<file path="src/design/usb_desc_pkg.sv">
// Constants for the built-in configuration descriptor set and the endpoint map.
package usb_desc_pkg;

    // Configuration descriptor.
    localparam logic [7:0] CFG_LEN = 8'h09;
    localparam logic [7:0] TYPE_CFG = 8'h02;
    localparam logic [15:0] TOTAL_LEN = 16'h004E;
    localparam logic [7:0] NUM_INTF = 8'h01;
    localparam logic [7:0] CFG_VALUE = 8'h01;
    localparam logic [7:0] CFG_STR_IDX = 8'h00;
    localparam logic [7:0] CFG_ATTR = 8'h80;
    localparam logic [7:0] MAX_POWER = 8'h31;

    // Interface descriptors.
    localparam logic [7:0] INTF_LEN = 8'h09;
    localparam logic [7:0] TYPE_INTF = 8'h04;
    localparam logic [7:0] INTF_NUM = 8'h00;
    localparam logic [7:0] INTF_STR_IDX = 8'h00;
    localparam logic [7:0] PRN_CLASS = 8'h07;
    localparam logic [7:0] PRN_SUBCLASS = 8'h01;
    localparam logic [7:0] PROTO_ONEWAY = 8'h01;
    localparam logic [7:0] PROTO_TWOWAY = 8'h02;
    localparam logic [7:0] VND_CLASS = 8'hFF;
    localparam logic [7:0] VND_SUBCLASS = 8'h00;
    localparam logic [7:0] VND_PROTO = 8'hFF;
    localparam logic [7:0] NEPS_ONE = 8'h01;
    localparam logic [7:0] NEPS_TWO = 8'h02;
    localparam logic [7:0] NEPS_THREE = 8'h03;

    // Alternate settings.
    localparam logic [1:0] printer_oneway_setting = 2'h0;
    localparam logic [1:0] printer_twoway_setting = 2'h1;
    localparam logic [1:0] vendor_setting = 2'h2;
    localparam logic [7:0] ALT_MAX = 8'h02;

    // Endpoint descriptors.
    localparam logic [7:0] EP_LEN = 8'h07;
    localparam logic [7:0] TYPE_EP = 8'h05;
    localparam logic [7:0] EP_OUT_ADDR = 8'h01;
    localparam logic [7:0] EP_IN_ADDR = 8'h82;
    localparam logic [7:0] EP_INT_ADDR = 8'h83;
    localparam logic [7:0] ATTR_BULK = 8'h02;
    localparam logic [7:0] ATTR_INT = 8'h03;
    localparam logic [15:0] MPS_BULK = 16'h0040;
    localparam logic [15:0] MPS_INT = 16'h0004;
    localparam logic [7:0] IVAL_BULK = 8'h00;
    localparam logic [7:0] IVAL_INT = 8'h01;
    localparam logic [7:0] EP0_MPS = 8'h08;

    // Byte positions of each descriptor inside the 78-byte return.
    localparam logic [6:0] SEG_IF0 = 7'h09;
    localparam logic [6:0] SEG_IF0_OUT = 7'h12;
    localparam logic [6:0] SEG_IF1 = 7'h19;
    localparam logic [6:0] SEG_IF1_OUT = 7'h22;
    localparam logic [6:0] SEG_IF1_IN = 7'h29;
    localparam logic [6:0] SEG_IF2 = 7'h30;
    localparam logic [6:0] SEG_IF2_OUT = 7'h39;
    localparam logic [6:0] SEG_IF2_IN = 7'h40;
    localparam logic [6:0] SEG_IF2_INT = 7'h47;

    // External storage start of the configuration block, in words.
    localparam logic [7:0] EXT_CFG_WORD = 8'h13;

endpackage

</file>
<file path="src/design/usb_desc_pipes.sv">
// Built-in descriptor return, configuration state and pipe enables.
`timescale 1ns/1ns
`default_nettype none

// Contract
// RULE1 - One configuration, one interface, alternate settings zero to two.
// RULE2 - Endpoint zero is the control pipe everywhere, eight-byte packets.
// RULE3 - Every setting has bulk OUT endpoint one, 64-byte packets.
// RULE4 - Settings one and two have bulk IN 0x82, 64 bytes; setting zero none.
// RULE5 - Only setting two has interrupt endpoint 0x83, four bytes, every frame.
// RULE6 - Configuration descriptor is nine bytes, type two, total length 78.
// RULE7 - Configuration value is one; Set Configuration with one selects it.
// RULE8 - Attribute byte is 0x80, bus powered only.
// RULE9 - Maximum power field is 0x31, meaning 98 mA.
// RULE10 - Setting zero is printer class, subclass one, protocol one, one endpoint.
// RULE11 - Setting one is printer, bidirectional protocol two, two endpoints.
// RULE12 - Setting two is vendor class 0xFF, subclass zero, protocol 0xFF, three endpoints.
// RULE13 - Interface descriptors: nine bytes, type four, number zero, own setting.
// RULE14 - Endpoint descriptors: seven bytes, type five; bulk interval zero.
// RULE15 - Configuration string index is zero.
// RULE16 - Control pipe is the default pipe for standard, class and vendor traffic.
// RULE17 - Four pipes, each enabled only in its listed settings.
// RULE18 - Built-in descriptors return only when no external source is present.
// RULE19 - External configuration block starts at word address 0x13.
// RULE20 - Descriptor return discards pending bulk IN data and takes its buffer.
// RULE21 - A short request returns only the requested number of bytes.
module usb_desc_pipes (
    // Clock and reset.
    input wire logic mclk,
    input wire logic reset,
    // Configuration descriptor request.
    input wire logic desc_req,
    input wire logic [15:0] req_len,
    input wire logic ext_src_present,
    output logic desc_done,
    // External descriptor source.
    output logic ext_fetch,
    output logic [7:0] ext_word_addr,
    // Shared bulk IN buffer.
    output logic bulk_in_flush,
    // Descriptor byte stream.
    output logic tx_valid,
    output logic [7:0] tx_data,
    output logic tx_last,
    output logic tx_pkt_end,
    input wire logic tx_ready,
    // Standard configuration requests.
    input wire logic set_config,
    input wire logic [7:0] config_value,
    input wire logic set_intf,
    input wire logic [7:0] alt_value,
    output logic req_stall,
    // Device state and pipe enables.
    output logic configured,
    output logic [1:0] cur_alt,
    output logic [7:0] ep0_mps,
    output logic ep_ctrl_en,
    output logic ep_bulk_out_en,
    output logic ep_bulk_in_en,
    output logic ep_intr_en
);

    typedef enum logic {st_idle, st_send} desc_state_t;

    function automatic logic [6:0] clip_len(input logic [15:0] len);
        return (len > usb_desc_pkg::TOTAL_LEN) ? usb_desc_pkg::TOTAL_LEN[6:0] : len[6:0];
    endfunction

    desc_state_t state_r;
    logic [6:0] idx_r;
    logic [6:0] send_len_r;
    logic [7:0] data_r;
    logic [6:0] rom_idx;
    logic [7:0] rom_data;
    logic accept;
    logic beat;
    logic configured_r;
    logic [1:0] alt_r;

    ////////////////////////////////////////////////////////////////////////////////
    // Request acceptance and byte stream.

    assign accept = desc_req && (state_r == st_idle);
    assign beat = tx_valid && tx_ready;
    assign tx_valid = (state_r == st_send);
    assign tx_last = tx_valid && (idx_r == send_len_r - 7'h01);
    assign tx_pkt_end = tx_last || (tx_valid && idx_r[2:0] == 3'h7); // see RULE2
    assign tx_data = data_r;
    assign rom_idx = accept ? 7'h00 : idx_r + 7'h01;

    usb_desc_rom u_rom (
        .idx(rom_idx),
        .data(rom_data)
    );

    always_ff @(posedge mclk or posedge reset) begin
        if (reset) begin
            state_r <= st_idle;
        end else begin
            unique case (state_r)
                st_idle: begin
                    if (accept && !ext_src_present && req_len != 16'h0000) begin // see RULE18
                        state_r <= st_send;
                    end
                end
                st_send: begin
                    if (beat && tx_last) begin
                        state_r <= st_idle;
                    end
                end
            endcase
        end
    end

    always_ff @(posedge mclk or posedge reset) begin
        if (reset) begin
            idx_r <= 7'h00;
            send_len_r <= 7'h00;
            data_r <= 8'h00;
        end else if (accept) begin
            idx_r <= 7'h00;
            send_len_r <= clip_len(req_len); // see RULE21
            data_r <= rom_data;
        end else if (beat) begin
            idx_r <= rom_idx;
            data_r <= rom_data;
        end
    end

    always_ff @(posedge mclk or posedge reset) begin
        if (reset) begin
            bulk_in_flush <= 1'b0;
            ext_fetch <= 1'b0;
            ext_word_addr <= 8'h00;
            desc_done <= 1'b0;
        end else begin
            bulk_in_flush <= accept; // see RULE20
            ext_fetch <= accept && ext_src_present;
            if (accept && ext_src_present) begin
                ext_word_addr <= usb_desc_pkg::EXT_CFG_WORD; // see RULE19
            end
            desc_done <= (beat && tx_last) ||
                         (accept && !ext_src_present && req_len == 16'h0000);
        end
    end

    ////////////////////////////////////////////////////////////////////////////////
    // Configuration and alternate setting.

    always_ff @(posedge mclk or posedge reset) begin
        if (reset) begin
            configured_r <= 1'b0;
            alt_r <= usb_desc_pkg::printer_oneway_setting;
            req_stall <= 1'b0;
        end else begin
            req_stall <= 1'b0;
            if (set_config) begin
                if (config_value == usb_desc_pkg::CFG_VALUE) begin // see RULE7
                    configured_r <= 1'b1;
                    alt_r <= usb_desc_pkg::printer_oneway_setting;
                end else if (config_value == 8'h00) begin
                    configured_r <= 1'b0;
                    alt_r <= usb_desc_pkg::printer_oneway_setting;
                end else begin
                    req_stall <= 1'b1;
                end
            end else if (set_intf) begin
                if (configured_r && alt_value <= usb_desc_pkg::ALT_MAX) begin // see RULE1
                    alt_r <= alt_value[1:0];
                end else begin
                    req_stall <= 1'b1;
                end
            end
        end
    end

    always_ff @(posedge mclk or posedge reset) begin
        if (reset) begin
            ep_ctrl_en <= 1'b0;
            ep_bulk_out_en <= 1'b0;
            ep_bulk_in_en <= 1'b0;
            ep_intr_en <= 1'b0;
            ep0_mps <= 8'h00;
        end else begin
            ep_ctrl_en <= 1'b1; // see RULE16
            ep0_mps <= usb_desc_pkg::EP0_MPS; // see RULE2
            ep_bulk_out_en <= configured_r; // see RULE17
            ep_bulk_in_en <= configured_r && alt_r != usb_desc_pkg::printer_oneway_setting;
            ep_intr_en <= configured_r && alt_r == usb_desc_pkg::vendor_setting;
        end
    end

    assign configured = configured_r;
    assign cur_alt = alt_r;

    ////////////////////////////////////////////////////////////////////////////////
    // Checks.

    logic [6:0] beat_cnt;
    logic [15:0] len_seen;

    always_ff @(posedge mclk or posedge reset) begin
        if (reset) begin
            beat_cnt <= 7'h00;
            len_seen <= 16'h0000;
        end else if (accept) begin
            beat_cnt <= 7'h00;
            len_seen <= req_len;
        end else if (beat) begin
            beat_cnt <= beat_cnt + 7'h01;
        end
    end

    property p_alt_range;
        @(posedge mclk) disable iff (reset) set_intf && !set_config && alt_value > 8'h02
            |=> req_stall && $stable(cur_alt);
    endproperty
    a_alt_range: assert property (p_alt_range) else $error("Alt above two accepted."); // see RULE1

    property p_bulk_in;
        @(posedge mclk) disable iff (reset)
            ##1 ep_bulk_in_en == ($past(configured) && $past(cur_alt) != 2'h0);
    endproperty
    a_bulk_in: assert property (p_bulk_in) else $error("Bulk IN enable wrong."); // see RULE4

    property p_intr;
        @(posedge mclk) disable iff (reset) ep_intr_en |-> ep_bulk_in_en && ep_bulk_out_en;
    endproperty
    a_intr: assert property (p_intr) else $error("Interrupt pipe without bulk pipes."); // see RULE5

    property p_config;
        @(posedge mclk) disable iff (reset) set_config && config_value == 8'h01 |=> configured ##1 ep_bulk_out_en;
    endproperty
    a_config: assert property (p_config) else $error("Set Configuration one ignored."); // see RULE7

    property p_flush;
        @(posedge mclk) disable iff (reset) desc_req && !tx_valid |=> bulk_in_flush;
    endproperty
    a_flush: assert property (p_flush) else $error("Bulk IN not flushed."); // see RULE20

    property p_ext;
        @(posedge mclk) disable iff (reset) desc_req && !tx_valid && ext_src_present
            |=> ext_fetch && ext_word_addr == 8'h13 ##0 (!tx_valid) [*3];
    endproperty
    a_ext: assert property (p_ext) else $error("External fetch wrong."); // see RULE18

    property p_first;
        @(posedge mclk) disable iff (reset) $rose(tx_valid) |-> tx_data == 8'h09;
    endproperty
    a_first: assert property (p_first) else $error("First byte not nine."); // see RULE6

    property p_len;
        @(posedge mclk) disable iff (reset) tx_last && tx_ready
            |-> 16'(beat_cnt) + 16'h0001 == ((len_seen > 16'h004E) ? 16'h004E : len_seen);
    endproperty
    a_len: assert property (p_len) else $error("Returned length wrong."); // see RULE21

    property p_pkt;
        @(posedge mclk) disable iff (reset) tx_valid && tx_ready && beat_cnt[2:0] == 3'h7 |-> tx_pkt_end;
    endproperty
    a_pkt: assert property (p_pkt) else $error("Packet over eight bytes."); // see RULE2

    c_full: cover property (@(posedge mclk) disable iff (reset) tx_last && tx_ready && beat_cnt == 7'h4D);
    c_short: cover property (@(posedge mclk) disable iff (reset) tx_last && tx_ready && beat_cnt < 7'h08);
    c_vendor: cover property (@(posedge mclk) disable iff (reset) ep_intr_en);
    c_ext: cover property (@(posedge mclk) disable iff (reset) ext_fetch);

endmodule

`default_nettype wire

</file>
<file path="src/design/usb_desc_rom.sv">
// Constant byte table of the built-in configuration descriptor set.
`timescale 1ns/1ns
`default_nettype none

module usb_desc_rom (
    // Byte index and byte value.
    input wire logic [6:0] idx,
    output logic [7:0] data
);

    function automatic logic [7:0] intf_byte(input logic [3:0] off, input logic [1:0] alt,
                                             input logic [7:0] neps, input logic [7:0] cls,
                                             input logic [7:0] sub, input logic [7:0] proto);
        logic [7:0] b;
        b = 8'h00;
        unique case (off)
            4'h0: b = usb_desc_pkg::INTF_LEN;
            4'h1: b = usb_desc_pkg::TYPE_INTF;
            4'h2: b = usb_desc_pkg::INTF_NUM;
            4'h3: b = {6'h00, alt};
            4'h4: b = neps;
            4'h5: b = cls;
            4'h6: b = sub;
            4'h7: b = proto;
            default: b = usb_desc_pkg::INTF_STR_IDX;
        endcase
        return b;
    endfunction

    function automatic logic [7:0] ep_byte(input logic [2:0] off, input logic [7:0] addr,
                                           input logic [7:0] attr, input logic [15:0] mps,
                                           input logic [7:0] ival);
        logic [7:0] b;
        b = 8'h00;
        unique case (off)
            3'h0: b = usb_desc_pkg::EP_LEN;
            3'h1: b = usb_desc_pkg::TYPE_EP;
            3'h2: b = addr;
            3'h3: b = attr;
            3'h4: b = mps[7:0];
            3'h5: b = mps[15:8];
            default: b = ival;
        endcase
        return b;
    endfunction

    ////////////////////////////////////////////////////////////////////////////////
    always_comb begin
        logic [6:0] o;
        o = 7'h00;
        data = 8'h00;
        if (idx < usb_desc_pkg::SEG_IF0) begin
            unique case (idx[3:0])
                4'h0: data = usb_desc_pkg::CFG_LEN; // see RULE6
                4'h1: data = usb_desc_pkg::TYPE_CFG; // see RULE6
                4'h2: data = usb_desc_pkg::TOTAL_LEN[7:0]; // see RULE6
                4'h3: data = usb_desc_pkg::TOTAL_LEN[15:8];
                4'h4: data = usb_desc_pkg::NUM_INTF; // see RULE1
                4'h5: data = usb_desc_pkg::CFG_VALUE; // see RULE7
                4'h6: data = usb_desc_pkg::CFG_STR_IDX; // see RULE15
                4'h7: data = usb_desc_pkg::CFG_ATTR; // see RULE8
                default: data = usb_desc_pkg::MAX_POWER; // see RULE9
            endcase
        end else if (idx < usb_desc_pkg::SEG_IF0_OUT) begin
            o = idx - usb_desc_pkg::SEG_IF0;
            data = intf_byte(o[3:0], usb_desc_pkg::printer_oneway_setting, // see RULE13
                             usb_desc_pkg::NEPS_ONE, usb_desc_pkg::PRN_CLASS, // see RULE10
                             usb_desc_pkg::PRN_SUBCLASS, usb_desc_pkg::PROTO_ONEWAY);
        end else if (idx < usb_desc_pkg::SEG_IF1) begin
            o = idx - usb_desc_pkg::SEG_IF0_OUT;
            data = ep_byte(o[2:0], usb_desc_pkg::EP_OUT_ADDR, usb_desc_pkg::ATTR_BULK, // see RULE3
                           usb_desc_pkg::MPS_BULK, usb_desc_pkg::IVAL_BULK); // see RULE14
        end else if (idx < usb_desc_pkg::SEG_IF1_OUT) begin
            o = idx - usb_desc_pkg::SEG_IF1;
            data = intf_byte(o[3:0], usb_desc_pkg::printer_twoway_setting,
                             usb_desc_pkg::NEPS_TWO, usb_desc_pkg::PRN_CLASS, // see RULE11
                             usb_desc_pkg::PRN_SUBCLASS, usb_desc_pkg::PROTO_TWOWAY);
        end else if (idx < usb_desc_pkg::SEG_IF1_IN) begin
            o = idx - usb_desc_pkg::SEG_IF1_OUT;
            data = ep_byte(o[2:0], usb_desc_pkg::EP_OUT_ADDR, usb_desc_pkg::ATTR_BULK,
                           usb_desc_pkg::MPS_BULK, usb_desc_pkg::IVAL_BULK);
        end else if (idx < usb_desc_pkg::SEG_IF2) begin
            o = idx - usb_desc_pkg::SEG_IF1_IN;
            data = ep_byte(o[2:0], usb_desc_pkg::EP_IN_ADDR, usb_desc_pkg::ATTR_BULK, // see RULE4
                           usb_desc_pkg::MPS_BULK, usb_desc_pkg::IVAL_BULK);
        end else if (idx < usb_desc_pkg::SEG_IF2_OUT) begin
            o = idx - usb_desc_pkg::SEG_IF2;
            data = intf_byte(o[3:0], usb_desc_pkg::vendor_setting,
                             usb_desc_pkg::NEPS_THREE, usb_desc_pkg::VND_CLASS, // see RULE12
                             usb_desc_pkg::VND_SUBCLASS, usb_desc_pkg::VND_PROTO);
        end else if (idx < usb_desc_pkg::SEG_IF2_IN) begin
            o = idx - usb_desc_pkg::SEG_IF2_OUT;
            data = ep_byte(o[2:0], usb_desc_pkg::EP_OUT_ADDR, usb_desc_pkg::ATTR_BULK,
                           usb_desc_pkg::MPS_BULK, usb_desc_pkg::IVAL_BULK);
        end else if (idx < usb_desc_pkg::SEG_IF2_INT) begin
            o = idx - usb_desc_pkg::SEG_IF2_IN;
            data = ep_byte(o[2:0], usb_desc_pkg::EP_IN_ADDR, usb_desc_pkg::ATTR_BULK,
                           usb_desc_pkg::MPS_BULK, usb_desc_pkg::IVAL_BULK);
        end else if (idx < usb_desc_pkg::TOTAL_LEN[6:0]) begin
            o = idx - usb_desc_pkg::SEG_IF2_INT;
            data = ep_byte(o[2:0], usb_desc_pkg::EP_INT_ADDR, usb_desc_pkg::ATTR_INT, // see RULE5
                           usb_desc_pkg::MPS_INT, usb_desc_pkg::IVAL_INT);
        end
    end

endmodule

`default_nettype wire

</file>
<file path="config.mk">
export PLATFORM = sky130hd
export DESIGN_NAME = usb_desc_pipes
export DESIGN_NICKNAME = d
export VERILOG_FILES = /design/src/design/usb_desc_pkg.sv /design/src/design/usb_desc_pipes.sv /design/src/design/usb_desc_rom.sv
export SDC_FILE = /design/constraint.sdc
export NUM_CORES = 1
export LEC_CHECK = 0
export BUFFER_PORTS_ARGS = -buffer_cell sky130_fd_sc_hd__buf_4
export CAP_MARGIN = 0
export CELL_PAD_IN_SITES_DETAIL_PLACEMENT = 0
export CELL_PAD_IN_SITES_GLOBAL_PLACEMENT = 2
export CORE_MARGIN = 5
export CORE_UTILIZATION = 31
export DETAILED_ROUTE_END_ITERATION = 12
export PLACE_DENSITY = 0.81
export SLEW_MARGIN = 20
export SYNTH_ARGS = -nofsm -noshare
export SYNTH_HDL_FRONTEND = slang
export SYNTH_SLANG_ARGS = --single-unit
</file>
<file path="constraint.sdc">
create_clock -name mclk -period 4.16 [get_ports mclk]
set_input_delay 0.624 -clock mclk [delete_from_list [all_inputs] [get_ports mclk]]
set_output_delay 0.624 -clock mclk [all_outputs]
set_load 0.005 [all_outputs]
</file>
==> results of run 1 <==
sequential cells by signal (all words and copies together), names as in the netlist, 2 cells and up:
name        flops
send_len_r      7
cur_alt         2
tx_data         7
idx_r           7
cells by family after synthesis:
kind of cell               synth area share
adders and majority gates           0.06874
and+or+nand+nor                      0.2442
xor gates and xnor gates            0.04448
buffers and inverters               0.08532
AOI/OAI and AO/OA                    0.2730
muxes                              0.006874
DFF                                  0.2750
other                              0.002427
where the power goes:
group	switching, mW	total, mW	internal (mW)
clock network	0.128	0.368	0.240
logic	1.03	1.69	0.655
registers	0.122	0.523	0.401
total	1.28	2.58	1.30
layout make-up:
type                       instances  area [µm²]  area share
multi-input combinational        310        2021      0.5394
clock buffer                       5       68.82     0.01837
tap                              133       166.4     0.04442
timing repair buffer              69       518.0      0.1383
inverter                          14       52.55     0.01403
sequential                        34       850.8      0.2271
clock inverter                     3       68.82     0.01837
per-layer routing:
metal	vias up	routed length [µm]	global-route usage
met2	180	4699	0.2764
met1	1492	4469	0.2347
li1	1495	-	-
met4	0	369	0.06679
met3	36	882	0.03993
met5	-	0	0
tightest hold or removal path, stage by stage:
cell	delay [ns]
buf_4	0.10
inv_1	0.04
buf_4	0.38
synth_stat cells, types with 6 or more instances:
library cell   n  area share
nor3_1        13       0.021
dfrtp_1       34        0.27
nand3_1       13       0.021
xnor2_1        7       0.020
inv_1         13       0.016
ha_1          17       0.069
buf_4         20       0.049
a21oi_1       19       0.031
a311oi_1       6       0.017
o22ai_1        7       0.014
nor2_1        31       0.038
a31oi_1        8       0.016
nand2_1       37       0.045
clkbuf_1       7      0.0085
nor4_1         6       0.012
o21ai_0       20       0.032
worst max-delay path by stage:
| stage | endpoint | slack, ns | startpoint |
|---|---|---|---|
| global placement | tx_data[0]$_DFFE_PP0P_ | 0.56 | idx_r[1]$_DFFE_PP0P_ |
| finish | tx_data[0]$_DFFE_PP0P_ | 0.42 | idx_r[1]$_DFFE_PP0P_ |
| CTS | tx_data[0]$_DFFE_PP0P_ | 0.47 | idx_r[1]$_DFFE_PP0P_ |
| detailed placement | tx_data[0]$_DFFE_PP0P_ | 0.47 | idx_r[1]$_DFFE_PP0P_ |
| global route | tx_data[0]$_DFFE_PP0P_ | 0.15 | idx_r[1]$_DFFE_PP0P_ |
| floorplan | tx_data[0]$_DFFE_PP0P_ | 0.69 | desc_req |
==> results.ini, run 1 <==
[setup_path]
critPathTopFamily = simple AND/OR/NAND/NOR gates
worstPathCellList = ha_1 -> ha_1 -> nand2_1 -> inv_1 -> ha_1 -> nor3_1 -> a31oi_1 -> nor4_1 -> nand3_1 -> or3b_1 -> a2111oi_0 -> o41ai_1
worstPathRequired_ns = 4.31
reg2reg_to = tx_data[0]$_DFFE_PP0P_
path_max_fanout = 10
cp.depth = 12
rr_worst_depth = 12
slowest_stage = dfrtp_1
crit_path_end_kind = flop
critPathArrivalTime_ns = 3.89
worstSetupPathType = flop to flop
r2r_start = idx_r[1]$_DFFE_PP0P_
critical_path_buf_inv_count = 1
start_kind = flop
max_stage_delay_ns = 0.51
regToRegSetupSlack_ns = 0.42
cp_common_cell = ha_1

[timing]
maxSlewHeadroom = 0.4814
tns_ns = 0
period_needed_ns = 3.742
hold_violations = 0
setup_violations = 0
fmax_ghz = 0.2673
tightest_slew_ns = 0.7779
worst_slack_ns = 0.4184
rsz0062_at_grt = false
slew_violations = 0
hold_ws_ns = 0.4315
finalCritPeriodShare = 0.8994
finClkSkew_ns = 0.005789

[layout]
final_util = 0.3833
syn_to_final_growth_pct = 21.07
final_cells = 568
antenna_cells = 0
mostFrequentLayoutCell = buf_4
most-common-layout-cells = buf_4, nand2_1, dfrtp_1, nor2_1, o21ai_0
fill_cells = 1022
stdcell_area_um2 = 3746
drive_above_1_share = 0.2207
layout.nets = 490

[logic_synthesis]
ys.flop_type = dfrtp_1
avgSynthCellArea_um2 = 8.143
ys_seq_area_frac = 0.2750
synth_warnings = 0
synth_edf_count = 0
async_flop_share = 1.000
synthCells = 380
syn_area_um2 = 3094
ys_seq_elements = 34
yosysUniqueCellTypes = 70

[pwr]
total_leakage_power_nw = 1.650
vdd_drop_max_mv = 0.2609
finalPower_mw = 2.577
power.density_nw_per_um2 = 687.9

[clock_network]
tritoncts = yes
cts-htree-levels = 2
cts-resized-gates = 0
post_cts_buffers = 0
cts.path.max_buffers = 2
cts.sinks = 34
cts_made_buffers = 5
ctsHoldBuffers = 0
clock_latency_ns = 0.29
clock-root-buffer = clkbuf_8
clkTransAtPathRegs_ns = 0.08

[route]
vias = 3203
wl_per_cell_um = 18.35
routed_wl_um = 10420
routed_via_density = 5.639
drc = 0
drtIter0Drc = 391
first_pass_iters = 5
ant_nets = 0

[grt]
grt_start_max_net_pins = 35
grt_pass1_wl_um = 16560
overflow = 0
antenna_found_initial = 0
grt.total_usage = 0.1761
grt_pass1_vias = 3067

[die]
fp.dieH_um = 109.9
start_util = 0.3166
io_pins = 77
rows = 36
die-area_um2 = 12080
die_w_um = 109.9
coreArea_um2 = 9774

[placement]
dp_slack_ns = 0.4655
place_area_um2 = 3608
place.gp.congestion = 0.9403
dp.cells = 560
port_buffers = 64
dp_hpwl_um = 8120

[worst_hold_path]
hp-class = primary input to async pin

[run]
cap_violations = 0

[outcome]
status = finished clean

Note: power is estimated with default switching activity, not from simulation.
==> inputs of run 2 (changes only) <==
--- a/config.mk
+++ b/config.mk
@@ -10,10 +10,11 @@
 export CELL_PAD_IN_SITES_DETAIL_PLACEMENT = 0
 export CELL_PAD_IN_SITES_GLOBAL_PLACEMENT = 2
 export CORE_MARGIN = 5
-export CORE_UTILIZATION = 31
+export CORE_UTILIZATION = 32
 export DETAILED_ROUTE_END_ITERATION = 12
 export PLACE_DENSITY = 0.81
 export SLEW_MARGIN = 20
 export SYNTH_ARGS = -nofsm -noshare
 export SYNTH_HDL_FRONTEND = slang
+export SYNTH_HIERARCHICAL = 1
 export SYNTH_SLANG_ARGS = --single-unit
==> results.ini, run 2 <==
[pwr]
total_leakage_power_nw = 1.619
power.density_nw_per_um2 = 693.0
vdd_drop_max_mv = 0.2315

[route]
ant_nets = 0
drc = 0
routed_wl_um = 7871
vias = 2700
routed_via_density = 5.357
first_pass_iters = 4
drtIter0Drc = 165
wl_per_cell_um = 15.62

[timing]
worst_slack_ns = 0.5858
tns_ns = 0
rsz0062_at_grt = false
tightest_slew_ns = 0.8229
slew_violations = 0
period_needed_ns = 3.574
finalCritPeriodShare = 0.8592
maxSlewHeadroom = 0.4494
hold_violations = 0
setup_violations = 0
fmax_ghz = 0.2798
finClkSkew_ns = 0.005044

[die]
die_w_um = 106.3
io_pins = 77
rows = 35
fp.dieH_um = 106.3
die-area_um2 = 11310
start_util = 0.3244
coreArea_um2 = 9153

[setup_path]
critPathTopFamily = simple AND/OR/NAND/NOR gates
critical_path_buf_inv_count = 1
critPathArrivalTime_ns = 3.74
crit_path_end_kind = flop
start_kind = flop
worstSetupPathType = flop to flop
path_max_fanout = 11
max_stage_delay_ns = 0.52
worstPathRequired_ns = 4.33
worstPathCellList = nand2b_1 -> and2_1 -> inv_1 -> ha_1 -> nor2b_4 -> o21ai_1 -> nor3_1 -> or3_1 -> a22o_1 -> mux2_2
slowest_stage = dfrtp_1

[placement]
port_buffers = 64
place.gp.congestion = 0.8992
dp_slack_ns = 0.5349
place_area_um2 = 3478
dp.cells = 497
dp_hpwl_um = 6136

[clock_network]
cts_made_buffers = 5
cts-htree-levels = 2
cts.path.max_buffers = 2
clkTransAtPathRegs_ns = 0.07
cts-resized-gates = 0
tritoncts = yes
ctsHoldBuffers = 0
clock-root-buffer = clkbuf_8
post_cts_buffers = 0
clock_latency_ns = 0.28
cts.sinks = 35

[logic_synthesis]
synth_top_area_frac = 0.2950
synth_area_leader_cell = dfrtp_1
avgSynthCellArea_um2 = 8.890
yosysUniqueCellTypes = 70
yosysMostFrequentCell = dfrtp_1
syn_area_um2 = 2969
async_flop_share = 1.000
synthCells = 334
synth_edf_count = 0
ys_seq_area_frac = 0.2950
ys.flop_type = dfrtp_1
ys_seq_elements = 35
synth_warnings = 6
ys_top_cells_by_count = dfrtp_1, nand2_1, ha_1
netlist_top_cells_area = dfrtp_1, ha_1, buf_4

[layout]
most-common-layout-cells = buf_4, dfrtp_1, nand2_1, ha_1, nor2_1
antenna_cells = 0
mostFrequentLayoutCell = buf_4
largest_reg_flops = 8
fill_cells = 889
drive_above_1_share = 0.2646
stdcell_area_um2 = 3566
final_util = 0.3896
layout.nets = 453
final_cells = 504
syn_to_final_growth_pct = 20.10

[grt]
grt_pass1_wl_um = 13100
grt_start_max_net_pins = 36
grt_pass1_vias = 2636
antenna_found_initial = 0
overflow = 0
grt.total_usage = 0.1422

[run]
cap_violations = 0

[worst_hold_path]
hp-class = primary input to async pin

[outcome]
status = finished clean

==> run 2: changes by cell type after synthesis, moves of 4 or more <==
| cell | previous run | this run |
|---|---|---|
| mux2_2 | 1 | 10 |
| o21ai_0 | 20 | 11 |
| a311oi_1 | 6 | 1 |
| nand2_1 | 37 | 25 |
| a22o_1 | 3 | 7 |
| o21a_1 | 5 | 1 |
| a21oi_1 | 19 | 7 |
| nand3_1 | 13 | 9 |
| nor2_1 | 31 | 20 |
| ha_1 | 17 | 21 |
==> run 2: worst paths after layout <==
| check | start | to | slack [ns] | depth (start not counted) |
|---|---|---|---|---|
| worst max-delay path | tx_valid$_DFF_PP0_ | tx_data[6]$_DFFE_PP0P_ | 0.59 | 10 |
| worst min-delay path | reset | tx_data[5]$_DFFE_PP0P_ | 0.45 | 3 |
| worst max register to register | tx_valid$_DFF_PP0_ | tx_data[6]$_DFFE_PP0P_ | 0.59 | 10 |
| worst min register to register | cur_alt[0]$_DFFE_PP0P_ | ep_intr_en$_DFF_PP0_ | 0.49 | 1 |
| max in group asynchronous | reset | ext_word_addr[0]$_DFFE_PP0P_ | 3.39 | 3 |
| min in group mclk | cur_alt[0]$_DFFE_PP0P_ | ep_intr_en$_DFF_PP0_ | 0.49 | 1 |
==> run 2: through the flow <==
stage	power, mW	hold slack (ns)
global placement	2.227	0.4652
detailed placement	2.201	0.4842
floorplan	1.760	0.4406
CTS	2.463	0.4615
finish	2.471	0.4486
global route	2.687	0.4901
==> run 2: area by class of cell <==
type	count	area, µm²	area share
clock buffers	6	82.58	0.02316
clock inverters	1	5.005	0.001404
inverters	16	60.06	0.01684
multi-input cells	265	1878	0.5267
flip-flops and latches	35	875.8	0.2456
well taps	111	138.9	0.03895
repair buffers	70	525.5	0.1474
==> run 2: cells by family (layout without fill, tap and decap cells) <==
family,after synthesis,count (layout),share of synthesized area
compound gates,91,91,0.2314
xor+xnor,13,13,0.04088
fa+ha+maj,21,21,0.08849
buf+inv,45,93,0.08639
flops,35,35,0.2950
mux,10,10,0.03793
other cells,2,13,0.002529
simple gates,117,117,0.2174
==> run 2: metal layers <==
| metal | up-vias | share of wire | GRT usage |
|---|---|---|---|
| li1 | 1318 | - | - |
| met1 | 1252 | 0.44 | 0.1872 |
| met2 | 115 | 0.45 | 0.2294 |
| met3 | 15 | 0.082 | 0.02854 |
| met4 | 0 | 0.025 | 0.05365 |
| met5 | - | 0 | 0 |
==> run 2: where the power goes <==
group	total, mW	internal, mW	switching, mW
clock	0.246	0.130	0.116
sequential	0.505	0.418	0.0864
combinational	1.72	0.717	1.00
total	2.47	1.27	1.21
==> run 2: worst register-to-register path, cell delays in order (launching register included) <==
cell,delay (ns)
dfrtp_1,0.52
nand2b_1,0.41
and2_1,0.46
inv_1,0.29
ha_1,0.32
nor2b_4,0.17
o21ai_1,0.38
nor3_1,0.09
or3_1,0.33
a22o_1,0.24
mux2_2,0.25
==> inputs of run 3 (changes only) <==
--- a/config.mk
+++ b/config.mk
@@ -12,6 +12,7 @@
 export CORE_MARGIN = 5
 export CORE_UTILIZATION = 32
 export DETAILED_ROUTE_END_ITERATION = 12
+export MAX_ROUTING_LAYER = met4
 export PLACE_DENSITY = 0.81
 export SLEW_MARGIN = 20
 export SYNTH_ARGS = -nofsm -noshare
==> results.ini, run 3 (synthesis gave the netlist of run 2 again) <==
[pwr]
vdd_drop_max_mv = 0.2301
total_leakage_power_nw = 1.619
finalPower_mw = 2.469
power.density_nw_per_um2 = 692.3

[setup_path]
r2r_start = tx_valid$_DFF_PP0_
regToRegSetupSlack_ns = 0.60
rr_worst_depth = 10
worstSetupPathType = flop to flop
slowest_stage = dfrtp_1
worstPathCellList = nand2b_1 -> and2_1 -> inv_1 -> ha_1 -> nor2b_4 -> o21ai_1 -> nor3_1 -> or3_1 -> a22o_1 -> mux2_2
worstPathRequired_ns = 4.33
critPathArrivalTime_ns = 3.73
max_stage_delay_ns = 0.52
reg2reg_to = tx_data[6]$_DFFE_PP0P_
crit_path_end_kind = flop
critPathTopFamily = simple AND/OR/NAND/NOR gates
path_max_fanout = 11
critical_path_buf_inv_count = 1
start_kind = flop

[die]
io_pins = 77
die-area_um2 = 11310
die_w_um = 106.3
rows = 35
start_util = 0.3244
coreArea_um2 = 9153
fp.dieH_um = 106.3

[placement]
dp_hpwl_um = 6136
place.gp.congestion = 0.9146
port_buffers = 64
dp_slack_ns = 0.5349

[clock_network]
cts.sinks = 35
clkTransAtPathRegs_ns = 0.07
ctsHoldBuffers = 0
cts.path.max_buffers = 2
cts-htree-levels = 2
clock-root-buffer = clkbuf_8
post_cts_buffers = 0
cts_made_buffers = 5
cts-resized-gates = 0
clock_latency_ns = 0.28
tritoncts = yes

[timing]
finClkSkew_ns = 0.005462
rsz0062_at_grt = false
tns_ns = 0
worst_slack_ns = 0.5980
fmax_ghz = 0.2807
setup_violations = 0
hold_ws_ns = 0.4491
slew_violations = 0
period_needed_ns = 3.562
maxSlewHeadroom = 0.4476
finalCritPeriodShare = 0.8563
hold_violations = 0
tightest_slew_ns = 0.8256

[layout]
syn_to_final_growth_pct = 20.10
drive_above_1_share = 0.2646
fill_cells = 889
multi_input_area_um2 = 1878
mostFrequentLayoutCell = buf_4
final_util = 0.3896
most-common-layout-cells = buf_4, dfrtp_1, nand2_1, ha_1, nor2_1
seqCellArea_um2 = 875.8
largest_reg_flops = 8
layout.nets = 453
antenna_cells = 0

[route]
ant_nets = 0
drtIter0Drc = 182
first_pass_iters = 4
routed_via_density = 5.339
drc = 0
routed_wl_um = 7871
vias = 2691
wl_per_cell_um = 15.62

[worst_hold_path]
hp-class = primary input to async pin

[grt]
antenna_found_initial = 0
grt_pass1_wl_um = 13090
grt.total_usage = 0.1459
grt_start_max_net_pins = 36
grt_pass1_vias = 2637
overflow = 0

[run]
cap_violations = 0

[outcome]
status = finished clean

-- run 3: worst max-delay path by stage --
| stage | startpoint | to | slack [ns] | cells past startpoint |
|---|---|---|---|---|
| after floorplan | desc_req | tx_data[1]$_DFFE_PP0P_ | 0.70 | 14 |
| after global placement | desc_req | tx_data[6]$_DFFE_PP0P_ | 0.46 | 11 |
| after detailed placement | desc_req | tx_data[6]$_DFFE_PP0P_ | 0.53 | 11 |
| after CTS | tx_valid$_DFF_PP0_ | tx_data[6]$_DFFE_PP0P_ | 0.64 | 10 |
| after global routing | tx_valid$_DFF_PP0_ | tx_data[6]$_DFFE_PP0P_ | 0.36 | 10 |
| final | tx_valid$_DFF_PP0_ | tx_data[6]$_DFFE_PP0P_ | 0.60 | 10 |
-- run 3: routing by layer --
metal  track usage  wire, µm  vias up
met3       0.02489       499       15
met4       0.05365       186        0
li1              -         -     1321
met5             -         0        -
met2        0.2312      3574       94
met1        0.1872      3611     1261
-- run 3: worst min-delay path, stage by stage --
cell	delay (ns)
buf_4	0.10
inv_1	0.04
buf_4	0.39
-- run 3: area by class of cell --
type,count,share of cell area
Tap cell,111,0.03895
Clock buffer,6,0.02316
Clock inverter,1,0.001404
Timing Repair Buffer,70,0.1474
Multi-Input combinational cell,265,0.5267
Sequential cell,35,0.2456
Inverter,16,0.01684
-- run 3: power by group --
part           internal [mW]  switching, mW
Clock                  0.130          0.116
Sequential             0.418         0.0868
Combinational          0.717           1.00
Total                   1.27           1.20
-- run 3: per-stage QoR --
step	std cells	cell area, µm²
global placement	497	3478
global route	504	3566
CTS	504	3566
floorplan	345	3010
finish	504	3566
detailed placement	497	3478
